==> src/core/dds_ctrl_defs.vh <==
/*
  constants for the dds control word decoder: word fields, control bit
  positions, register widths. assumes inclusion by the core files only.
*/
`ifndef DDS_CTRL_DEFS_VH
`define DDS_CTRL_DEFS_VH
`define WORD_BITS 16
`define HALF_BITS 14
`define FREQ_BITS 28
`define PHASE_BITS 12
`define ADDR_HI 15
`define ADDR_LO 14
`define ADDR_CTRL 2'h0
`define ADDR_FREQ_A 2'h1
`define ADDR_FREQ_B 2'h2
`define ADDR_PHASE 2'h3
`define PHASE_SEL_BIT 13
`define BIT_FULL_WORD 13
`define BIT_HALF_SEL 12
`define BIT_FREQ_SEL 11
`define BIT_PHASE_SEL 10
`define BIT_RESERVED9 9
`define BIT_DP_RESET 8
`define BIT_CLK_GATE 7
`define CTRL_RESET_VAL 16'h0000
`define FRAME_BIT_COUNT 5'h10
`endif

==> src/core/dds_control_word_decode.v <==
/*
  dds control word decoder: decodes serial words into the control register,
  frequency words a/b and phase offsets a/b, and runs a 28-bit phase
  accumulator from the selected words. assumes the host obeys the link
  framing and that the phase write format (top bits 11, bit 13 picks a/b)
  is acceptable for the phase registers.
*/
`timescale 1ns/10ps
`include "dds_ctrl_defs.vh"
// Function
// [RL1] with full-word mode on, a 28-bit frequency value comes as two words, low 14 bits first.
// [RL2] the host puts the same frequency address on both words of a paired load.
// [RL3] in paired mode the frequency register changes only after both halves arrive.
// [RL4] with full-word mode off, each write changes one 14-bit half and keeps the other.
// [RL5] in split mode half select 1 writes the upper half and 0 the lower half.
// [RL6] half select is ignored while full-word mode is on.
// [RL7] the frequency select bit picks word a or word b as the phase increment.
// [RL8] the phase select bit picks offset a or offset b for the phase adder.
// [RL9] the host writes zero to reserved control bit nine.
// [RL10] while the reset bit is 1 the datapath sits at zero, releasing when it is 0.
// [RL11] while the clock gate bit is 1 the accumulator stops and the output holds.
// [RL12] in paired mode the first half waits in a holding register until the second word.
// [RL13] a word with top bits 00 writes the control register.
// [RL14] words shift in on falling link clock edges while frame sync is low.
// [RL15] a top-bit code of 01 or 10 addresses a frequency register, 01 being word a.
// [RL16] frequency select 0 routes word a and 1 routes word b.
module dds_control_word_decode (
  input wire i_core_clk,
  input wire i_reset_n,
  input wire i_sclk,
  input wire i_sdata,
  input wire i_frame_sync_low_n,
  output reg [15:0] o_control_word,
  output reg [27:0] o_frequency_word_a,
  output reg [27:0] o_frequency_word_b,
  output reg [11:0] o_phase_offset_a,
  output reg [11:0] o_phase_offset_b,
  output reg [27:0] o_accumulator,
  output reg [11:0] o_phase_out,
  output reg o_datapath_reset,
  output reg o_clock_running
);
  wire word_valid;
  wire [15:0] word;
  wire [1:0] addr;
  wire [13:0] payload;
  wire full_word_two_write;
  wire half_select;
  wire freq_source_choice;
  wire phase_source_choice;
  wire master_clock_gate;
  wire dp_reset;
  reg [13:0] hold_lsb_r;
  reg hold_valid_r;
  reg [1:0] hold_addr_r;
  reg [27:0] freq_sel_nxt;
  reg [11:0] phase_sel_nxt;

  serial_word_rx rx (
    .i_core_clk(i_core_clk),
    .i_reset_n(i_reset_n),
    .i_sclk(i_sclk),
    .i_sdata(i_sdata),
    .i_frame_sync_low_n(i_frame_sync_low_n),
    .o_word_valid(word_valid),
    .o_word(word)
  );

  // address and payload split of each received word
  assign addr = word[`ADDR_HI:`ADDR_LO];
  assign payload = word[`HALF_BITS-1:0];
  // control fields as they stand in the register
  assign full_word_two_write = o_control_word[`BIT_FULL_WORD];
  assign half_select = o_control_word[`BIT_HALF_SEL];
  assign freq_source_choice = o_control_word[`BIT_FREQ_SEL];
  assign phase_source_choice = o_control_word[`BIT_PHASE_SEL];
  assign dp_reset = o_control_word[`BIT_DP_RESET];
  assign master_clock_gate = o_control_word[`BIT_CLK_GATE];

  // control register; reserved bit 9 is stored as sent, the host keeps it 0
  always @(posedge i_core_clk) begin
    if (!i_reset_n) begin
      o_control_word <= `CTRL_RESET_VAL;
    end else if (word_valid && addr == `ADDR_CTRL) begin // [RL13]
      o_control_word <= {2'b00, payload};
    end
  end

  // frequency writes: paired mode holds the low half, split mode writes one half
  always @(posedge i_core_clk) begin
    if (!i_reset_n) begin
      o_frequency_word_a <= 28'h000_0000;
      o_frequency_word_b <= 28'h000_0000;
      hold_lsb_r <= 14'h0000;
      hold_valid_r <= 1'b0;
      hold_addr_r <= 2'h0;
    end else if (word_valid) begin
      if (addr == `ADDR_CTRL) begin
        // a mode change drops any half-finished pair
        hold_valid_r <= 1'b0;
      end else if (addr == `ADDR_FREQ_A || addr == `ADDR_FREQ_B) begin // [RL15]
        if (full_word_two_write) begin // [RL6]
          if (!hold_valid_r || hold_addr_r != addr) begin
            // first word: low 14 bits parked, register untouched [RL1] [RL12]
            hold_lsb_r <= payload;
            hold_addr_r <= addr;
            hold_valid_r <= 1'b1;
          end else begin
            // second word commits all 28 bits at once [RL3] [RL12]
            hold_valid_r <= 1'b0;
            if (addr == `ADDR_FREQ_A)
              o_frequency_word_a <= {payload, hold_lsb_r};
            else
              o_frequency_word_b <= {payload, hold_lsb_r};
          end
        end else begin
          hold_valid_r <= 1'b0;
          if (addr == `ADDR_FREQ_A) begin
            if (half_select) // [RL5]
              o_frequency_word_a[27:14] <= payload; // [RL4]
            else
              o_frequency_word_a[13:0] <= payload; // [RL4]
          end else begin
            if (half_select) // [RL5]
              o_frequency_word_b[27:14] <= payload; // [RL4]
            else
              o_frequency_word_b[13:0] <= payload; // [RL4]
          end
        end
      end
    end
  end

  // phase offset writes: top bits 11, bit 13 picks offset b
  always @(posedge i_core_clk) begin
    if (!i_reset_n) begin
      o_phase_offset_a <= 12'h000;
      o_phase_offset_b <= 12'h000;
    end else if (word_valid && addr == `ADDR_PHASE) begin
      if (word[`PHASE_SEL_BIT])
        o_phase_offset_b <= word[`PHASE_BITS-1:0];
      else
        o_phase_offset_a <= word[`PHASE_BITS-1:0];
    end
  end

  // source selection for increment and offset
  always @* begin
    freq_sel_nxt = freq_source_choice ? o_frequency_word_b : o_frequency_word_a; // [RL7] [RL16]
    phase_sel_nxt = phase_source_choice ? o_phase_offset_b : o_phase_offset_a; // [RL8]
  end

  // accumulator; the clock gate is an enable, never a gated clock, to keep one domain
  always @(posedge i_core_clk) begin
    if (!i_reset_n) begin
      o_accumulator <= 28'h000_0000;
      o_phase_out <= 12'h000;
    end else if (dp_reset) begin // [RL10]
      o_accumulator <= 28'h000_0000;
      o_phase_out <= 12'h000;
    end else if (!master_clock_gate) begin // [RL11]
      o_accumulator <= o_accumulator + freq_sel_nxt;
      o_phase_out <= o_accumulator[27:16] + phase_sel_nxt;
    end
  end

  // status copies of reset and clock gate bits
  always @(posedge i_core_clk) begin
    if (!i_reset_n) begin
      o_datapath_reset <= 1'b0;
      o_clock_running <= 1'b1;
    end else begin
      o_datapath_reset <= dp_reset; // [RL10]
      o_clock_running <= ~master_clock_gate; // [RL11]
    end
  end
endmodule // dds_control_word_decode

==> src/core/serial_word_rx.v <==
/*
  serial word receiver: shifts 16-bit words on falling edges of the link
  clock while the frame sync is low. assumes link pins are asynchronous to
  i_core_clk and the link clock is much slower than the core clock.
*/
`timescale 1ns/10ps
`include "dds_ctrl_defs.vh"
module serial_word_rx (
  input wire i_core_clk,
  input wire i_reset_n,
  input wire i_sclk,
  input wire i_sdata,
  input wire i_frame_sync_low_n,
  output reg o_word_valid,
  output reg [15:0] o_word
);
  reg [2:0] sclk_s_r;
  reg [1:0] fs_s_r;
  reg [1:0] sd_s_r;
  reg [15:0] shift_r;
  reg [4:0] count_r;
  wire fall;
  wire in_frame;
  // sclk keeps a third stage so the edge detector never reads stage one
  assign fall = sclk_s_r[2] & ~sclk_s_r[1];
  assign in_frame = ~fs_s_r[1];
  // two-flop synchronisers on frame sync and data, three flops on sclk
  always @(posedge i_core_clk) begin
    if (!i_reset_n) begin
      sclk_s_r <= 3'h0;
      fs_s_r <= 2'h3;
      sd_s_r <= 2'h0;
    end else begin
      sclk_s_r <= {sclk_s_r[1:0], i_sclk};
      fs_s_r <= {fs_s_r[0], i_frame_sync_low_n};
      sd_s_r <= {sd_s_r[0], i_sdata};
    end
  end
  // msb first shift; frame release aborts a partial word
  always @(posedge i_core_clk) begin
    if (!i_reset_n) begin
      shift_r <= 16'h0000;
      count_r <= 5'h00;
      o_word_valid <= 1'b0;
      o_word <= 16'h0000;
    end else begin
      o_word_valid <= 1'b0;
      if (!in_frame) begin
        count_r <= 5'h00;
      end else if (fall) begin // [RL14]
        shift_r <= {shift_r[14:0], sd_s_r[1]};
        if (count_r == `FRAME_BIT_COUNT - 5'h01) begin
          count_r <= 5'h00; // back-to-back words in one frame
          o_word_valid <= 1'b1;
          o_word <= {shift_r[14:0], sd_s_r[1]};
        end else begin
          count_r <= count_r + 5'h01;
        end
      end
    end
  end
endmodule // serial_word_rx

==> config.mk <==
export PLATFORM = sky130hd
export DESIGN_NAME = dds_control_word_decode
export DESIGN_NICKNAME = d
export VERILOG_FILES = /design/src/core/dds_control_word_decode.v /design/src/core/serial_word_rx.v
export VERILOG_INCLUDE_DIRS = /design/src /design/src/core
export SDC_FILE = /design/constraint.sdc
export NUM_CORES = 1
export LEC_CHECK = 0
export ABC_AREA = 0
export BUFFER_PORTS_ARGS = -buffer_cell sky130_fd_sc_hd__buf_2
export CAP_MARGIN = 20
export CORE_UTILIZATION = 61
export CTS_CLUSTER_SIZE = 24
export DETAILED_ROUTE_END_ITERATION = 10
export GPL_TIMING_DRIVEN = 0
export PLACE_DENSITY_LB_ADDON = 0.25
export SYNTH_ARGS = -nofsm -noshare
export SYNTH_HDL_FRONTEND = slang
export SYNTH_SLANG_ARGS = --single-unit
export TNS_END_PERCENT = 50
==> constraint.sdc <==
create_clock -name i_core_clk -period 10.6 [get_ports i_core_clk]
set_input_delay 0.53 -clock i_core_clk [delete_from_list [all_inputs] [get_ports i_core_clk]]
set_output_delay 0.53 -clock i_core_clk [all_outputs]
set_load 0.01 [all_outputs]
* After elaboration in Yosys (flattened, before gate mapping)
Index checks and enable logic that the tools add are counted.
** Word-level totals
- Memory bits (read-only) :: 0
- Output and inout port bits :: 138
- Bits in latches :: 0
- RAM bits :: 0
- Word-level logic and storage cells :: 82
- Register bits after elaboration :: 197
- Memories kept :: 0
- Bits of input ports :: 5
** Cells by class
- Add/subtract/negate cells :: 3
- Equality and inequality tests :: 9
- Order comparisons :: 0
- Divide/modulo/power cells :: 0
- Multiplexer cells :: 18
- Shift operators :: 0
- Bitwise operators :: 8
- Reduce and logical (&&, ||, !) cells :: 23
- Multipliers :: 0
** Operators with widths (number)
- 2-to-1 mux 28 bit :: 9
- adder 28 bit :: 1
- 2-to-1 mux 14 bit :: 2
- AND reduction 7 bit :: 4
- adder 12 bit :: 1
- 2-to-1 mux 12 bit :: 1
- AND reduction 2 bit :: 4
- nonzero test 2 bit :: 4
- NOT 1 bit :: 7
- != test 2 bit (second input constant) :: 3
- adder 5 x 1 -> 5 bit (second input constant) :: 1
- equality test 5 x 4 -> 1 bit (second input constant) :: 1
- 2-to-1 mux 1 bit :: 5
- 2-to-1 mux 5 bit :: 1
- AND reduction 5 bit :: 1
- equality test 2 bit (second input constant) :: 2
- OR reduction 2 bit :: 2
- AND reduction 3 bit :: 1
- OR reduction 3 bit :: 1
- equality test 2 x 1 -> 1 bit (second input constant) :: 1
- logical AND 1 bit :: 2
- zero test 2 bit :: 1
- logical OR 1 bit :: 2
- != test 2 x 1 -> 1 bit (second input constant) :: 1
- 3 further kinds :: 3

* Longest topological paths before layout
- Word-level depth :: 6
- Depth in mapped cells :: 13
- Depth with buffers taken out :: 11

* Hierarchy
From an unflattened synthesis, not the netlist that was laid out.
** Unflattened totals
- Cells, all modules :: 1062
- Area total of the unflattened synthesis :: 9851.9 um^2
** By module, submodules not included
- dds_control_word_decode :: cells each 884, area each 8192.9 um^2, times used 1, seq. area each 3062.9 um^2
- serial_word_rx :: cells each 178, area each 1659.1 um^2, times used 1, seq. area each 880.8 um^2

* Worst setup path after synthesis
OpenSTA, ideal clock, no wires.
- Path type :: reg2reg
- Start :: register o_control_word[11]
- End :: register o_accumulator[14]
- Period minus slack after synthesis :: 3.548 ns
- Data required time :: 10.483 ns
- Buffers on the path :: 2
- Setup slack :: 7.052 ns
- Setup time :: 0.117 ns
- Arrival :: 3.431 ns
- Stages on the path, launching flop included :: 14
- Cell sequence :: dfxtp_1 -> clkbuf_1 -> buf_1 -> mux2_2 -> ha_1 -> fa_1 -> a21o_1 -> a221oi_2 -> o21ai_2 -> a31oi_4 -> nand2_1 -> a31oi_1 -> xnor2_1 -> a22o_1
** On the way
- Longest elaborated chain between the ends :: 2
** Ends and longest elaborated chain
- start, declared :: line dds_control_word_decode.v:33 : output reg [15:0] o_control_word,
- start signal, assigned :: line dds_control_word_decode.v:83 : o_control_word <= `CTRL_RESET_VAL;
- start signal, assigned :: line dds_control_word_decode.v:85 : o_control_word <= {2'b00, payload};
- 2-to-1 mux 28 bit :: line dds_control_word_decode.v:149 : freq_sel_nxt = freq_source_choice ? o_frequency_word_b : o_frequency_word_a;
- adder 28 bit :: line dds_control_word_decode.v:162 : o_accumulator <= o_accumulator + freq_sel_nxt;
- end signal, assigned :: line dds_control_word_decode.v:162
- end, declared :: line dds_control_word_decode.v:38 : output reg [27:0] o_accumulator,
No other way between the ends.
A chain may end at the register's enable or synchronous reset.

* Worst setup path after layout
- Start :: register o_control_word[11]
- End :: register o_accumulator[24]
Same word-level chain as after synthesis.

==> results.md <==
- WP buf/inv: 2
- Worst reg2reg startpoint: o_control_word[11]$_SDFFE_PN0P_
- DPL Wire Length: 19100 µm
- Layout cells sized above 1: 18.3%
- Status: complete, no violations
- CTS Buf Count: 17
- Max-Cap Viols: 0
- DRT iter0 DRCs: between 500 and 600
- CTS Buffer Depth: 2
- Worst-path cell chain: clkbuf_1, buf_1, mux2_2, ha_1, fa_1, a21o_1, a221oi_2, o21ai_2, a31oi_4, o311ai_2, o21ai_2, xnor2_1, a22o_1
- CP required: 10930 ps
- Worst Max-Slew Pin Slew: between 800 and 900 ps
- Placer Congestion: 0.904
- Largest family of logic cells by synthesized area: compound AO/OA/AOI/OAI gates
- Ys Warns: 0
- Die ar.: 16500 µm²
- CP Capture Type: flip-flop
- Fin. Hold Viols: 0
- Clock-pin slew on the worst setup and hold paths: 70 ps
- Post-synthesis mux area share: between 10% and 20%
- I/O Pins: 143
- Max_slew headroom: 46.2%
- Hold_buf cts: 0
- DRT antenna net count: 0
- Post-route DRC: 0
- Critical Path Sink: o_accumulator[24]$_SDFFE_PP0N_
- Grt ovf: 0
- Pins Over Slew Limit: 0
- Post-Syn Instances: 1086
- CP Launch Point: o_control_word[11]$_SDFFE_PN0P_
- Initial antenna violation count: 0
- Layout net count: 1296
- Routed WL: 26500 µm
- Synth Area in XOR/XNOR: 3.32%
- CTS Root Cell: clkbuf_16
- Vias in the first global route: 7913
- Startpoint types: flip-flop
- CP max FO: 10
- Crit path kind: flip-flop to flip-flop
- Top post-synthesis cells by area: dfxtp_1 (40%), nand2_1 (8.9%), mux2i_1 (7.0%)
- Pin count of the biggest net entering global routing: 18
- CTS resizes: 0
- WP depth: 13
- Post-synth EDFFs: 0
- Crit path DAT: about 4700 ps
- R2R setup slack: 6290 ps
- Via count: 8408
- Critical Path Max Stage Delay: 600 ps
- Setup Fix Bufs, Post-CTS: 0
- Power per cell area: 128 nW/µm²
- Hold slack: ~280 ps
- DIE WIDTH: 129 µm
- Post-synth top area share: 40.4%
- Post-synthesis compound-gate area fraction: 18.2%
- Crit path time final: between 4000 and 5000 ps
- Crit-path slowest cell: buf_1
- Netlist cell types: 64
- Ys flop type: dfxtp_1
- Delay-heaviest family, CP: compound AO/OA/AOI/OAI gates
- Yosys reg bits: 197
- Clk sinks: between 150 and 200
- Setup violators final: 0
- Most frequent CP cell: o21ai_2
- Wire per inst: 18.0 µm
- Via/cell ratio: ~5.7
- Die H: 129 µm
- Most frequent cells in the layout: nand2_1 (232), dfxtp_1 (197), buf_2 (142), a21boi_0 (70), mux2i_1 (68)
- Max Fclk: 232 MHz
- Simple-gate share of the synthesized area: between 10% and 20%
- Final setup TNS: 0 ps
- Global-route wire length before repair: 41500 µm
- Area Overhead vs Synth: 16.1%
- RSZ-0062 raised after global routing: no
- Mapped Avg Cell Area: 8.99 µm²
- Most common cell after layout, fill and taps aside: nand2_1
- Core area: 15400 µm²
- Sequential-to-total area share from yosys stat: 40.4%
- Clock latency on the worst-skew pair: 440 ps
- Rows: 45
- R2R depth: 13
- Tot GR Track Use: roughly 33%
- Post-synthesis async set-or-reset flop share: 0%
- Final Cycle Share: 40.7%
- Synth Cell Area: just under 10000 µm²
- First drt pass iteration count: 5
- Clk_skew: ~8.9 ps
- Peak VDD IR: 0.120 mV
- H-tree levels: 4
- N_diodes: 0
- Synth area leader: dfxtp_1
- Hold crit path type: primary input to flip-flop
- Initial Utilization: a little over three fifths
- CTS tree: yes
- Port Buffers: 140
- Reg2reg end: o_accumulator[24]$_SDFFE_PP0N_
- Static Leak: 5.01 nW
- Post-Synth Adder-Cell Area: 5.92%
==> cell usage after synthesis (7+ instances only) <==
library cell	count
nand2_1	232
dfxtp_1	197
a21boi_0	70
mux2i_1	68
clkbuf_1	61
nor2b_1	51
a21oi_1	50
ha_1	43
mux2_2	38
nor2_1	35
o211a_1	29
xnor2_1	24
o21ai_0	16
a21o_1	13
xor2_1	13
a22o_1	10
nand3_1	10
inv_1	9
buf_1	8
nand2b_1	8
nor3_1	8
o21a_1	8
and2_1	7
and3_1	7
==> area by class of cell <==
type,count,area [µm²]
buffer,76,307
clock buffer,18,429
clock inverter,13,171
fill,1239,4090
inverter,9,33.8
multi-input combinational,805,5490
sequential,197,3940
tap,211,264
timing repair buffer,140,701
==> worst min-delay path by stage <==
| stage | start | endpoint | slack [ps] | cells after the start |
|---|---|---|---|---|
| 5_1_grt | i_frame_sync_low_n | rx.fs_s_r[0]$_SDFF_PN1_ | 280 | 2 |
| 2_1_floorplan | rx.fs_s_r[0]$_SDFF_PN1_ | rx.fs_s_r[1]$_SDFF_PN1_ | 390 | 1 |
| 6_report | i_frame_sync_low_n | rx.fs_s_r[0]$_SDFF_PN1_ | 280 | 2 |
| 3_3_place_gp | rx.fs_s_r[0]$_SDFF_PN1_ | rx.fs_s_r[1]$_SDFF_PN1_ | 390 | 1 |
| 3_5_place_dp | rx.fs_s_r[0]$_SDFF_PN1_ | rx.fs_s_r[1]$_SDFF_PN1_ | 390 | 1 |
| 4_1_cts | i_frame_sync_low_n | rx.fs_s_r[0]$_SDFF_PN1_ | 270 | 2 |
==> cells by family (layout without fill, tap and decap cells) <==
group / after synthesis / after routing
AOI/OAI and AO/OA: 238 / 238
xor gates and xnor gates: 37 / 37
adders and majority gates: 45 / 45
buffers and inverters: 85 / 256
DFF: 197 / 197
muxes: 106 / 106
other: 1 / 2
and+or+nand+nor: 377 / 377
==> power by group <==
group | leakage [nW] | internal, mW | switching, mW | total, mW
Clock | 0.282 | 0.374 | 0.298 | 0.672
Sequential | 1.59 | 0.742 | 0.00219 | 0.744
Combinational | 3.14 | 0.0122 | 0.0188 | 0.0310
==> sequential cells by signal (all words and copies together) (netlist names) <==
name and cells:
o_frequency_word_b 28, o_accumulator 28, hold_addr_r 2, o_phase_offset_b 12
o_control_word 14, rx.o_word_valid 1, hold_lsb_r 14, hold_valid_r 1
rx.fs_s_r 2, o_phase_offset_a 12, rx.o_word 16, rx.sclk_s_r 3
o_clock_running 1, rx.count_r 5, rx.sd_s_r 2, rx.shift_r 15
o_datapath_reset 1, o_frequency_word_a 28, o_phase_out 12
==> per-layer routing <==
metal	vias up	GRT usage, %	share of wire (%)
met5	-	0	0
met4	0	14.2	3.2
met3	61	7.07	7.3
met2	320	54.6	46
met1	3963	42.2	44
li1	4064	-	-
==> metrics by stage <==
step	total power, mW	utilization [%]	cells	area (µm²)	setup WS, ps
after floorplan	0.781	-	1087	9770	7050
after global placement	0.791	69.6	1438	10700	6390
after detailed placement	0.792	69.6	1438	10700	6360
after CTS	1.45	73.5	1469	11300	6320
after global routing	1.49	73.5	1469	11300	6100
final	1.45	73.5	1469	11300	6290
(Power assumes the default switching activity.)
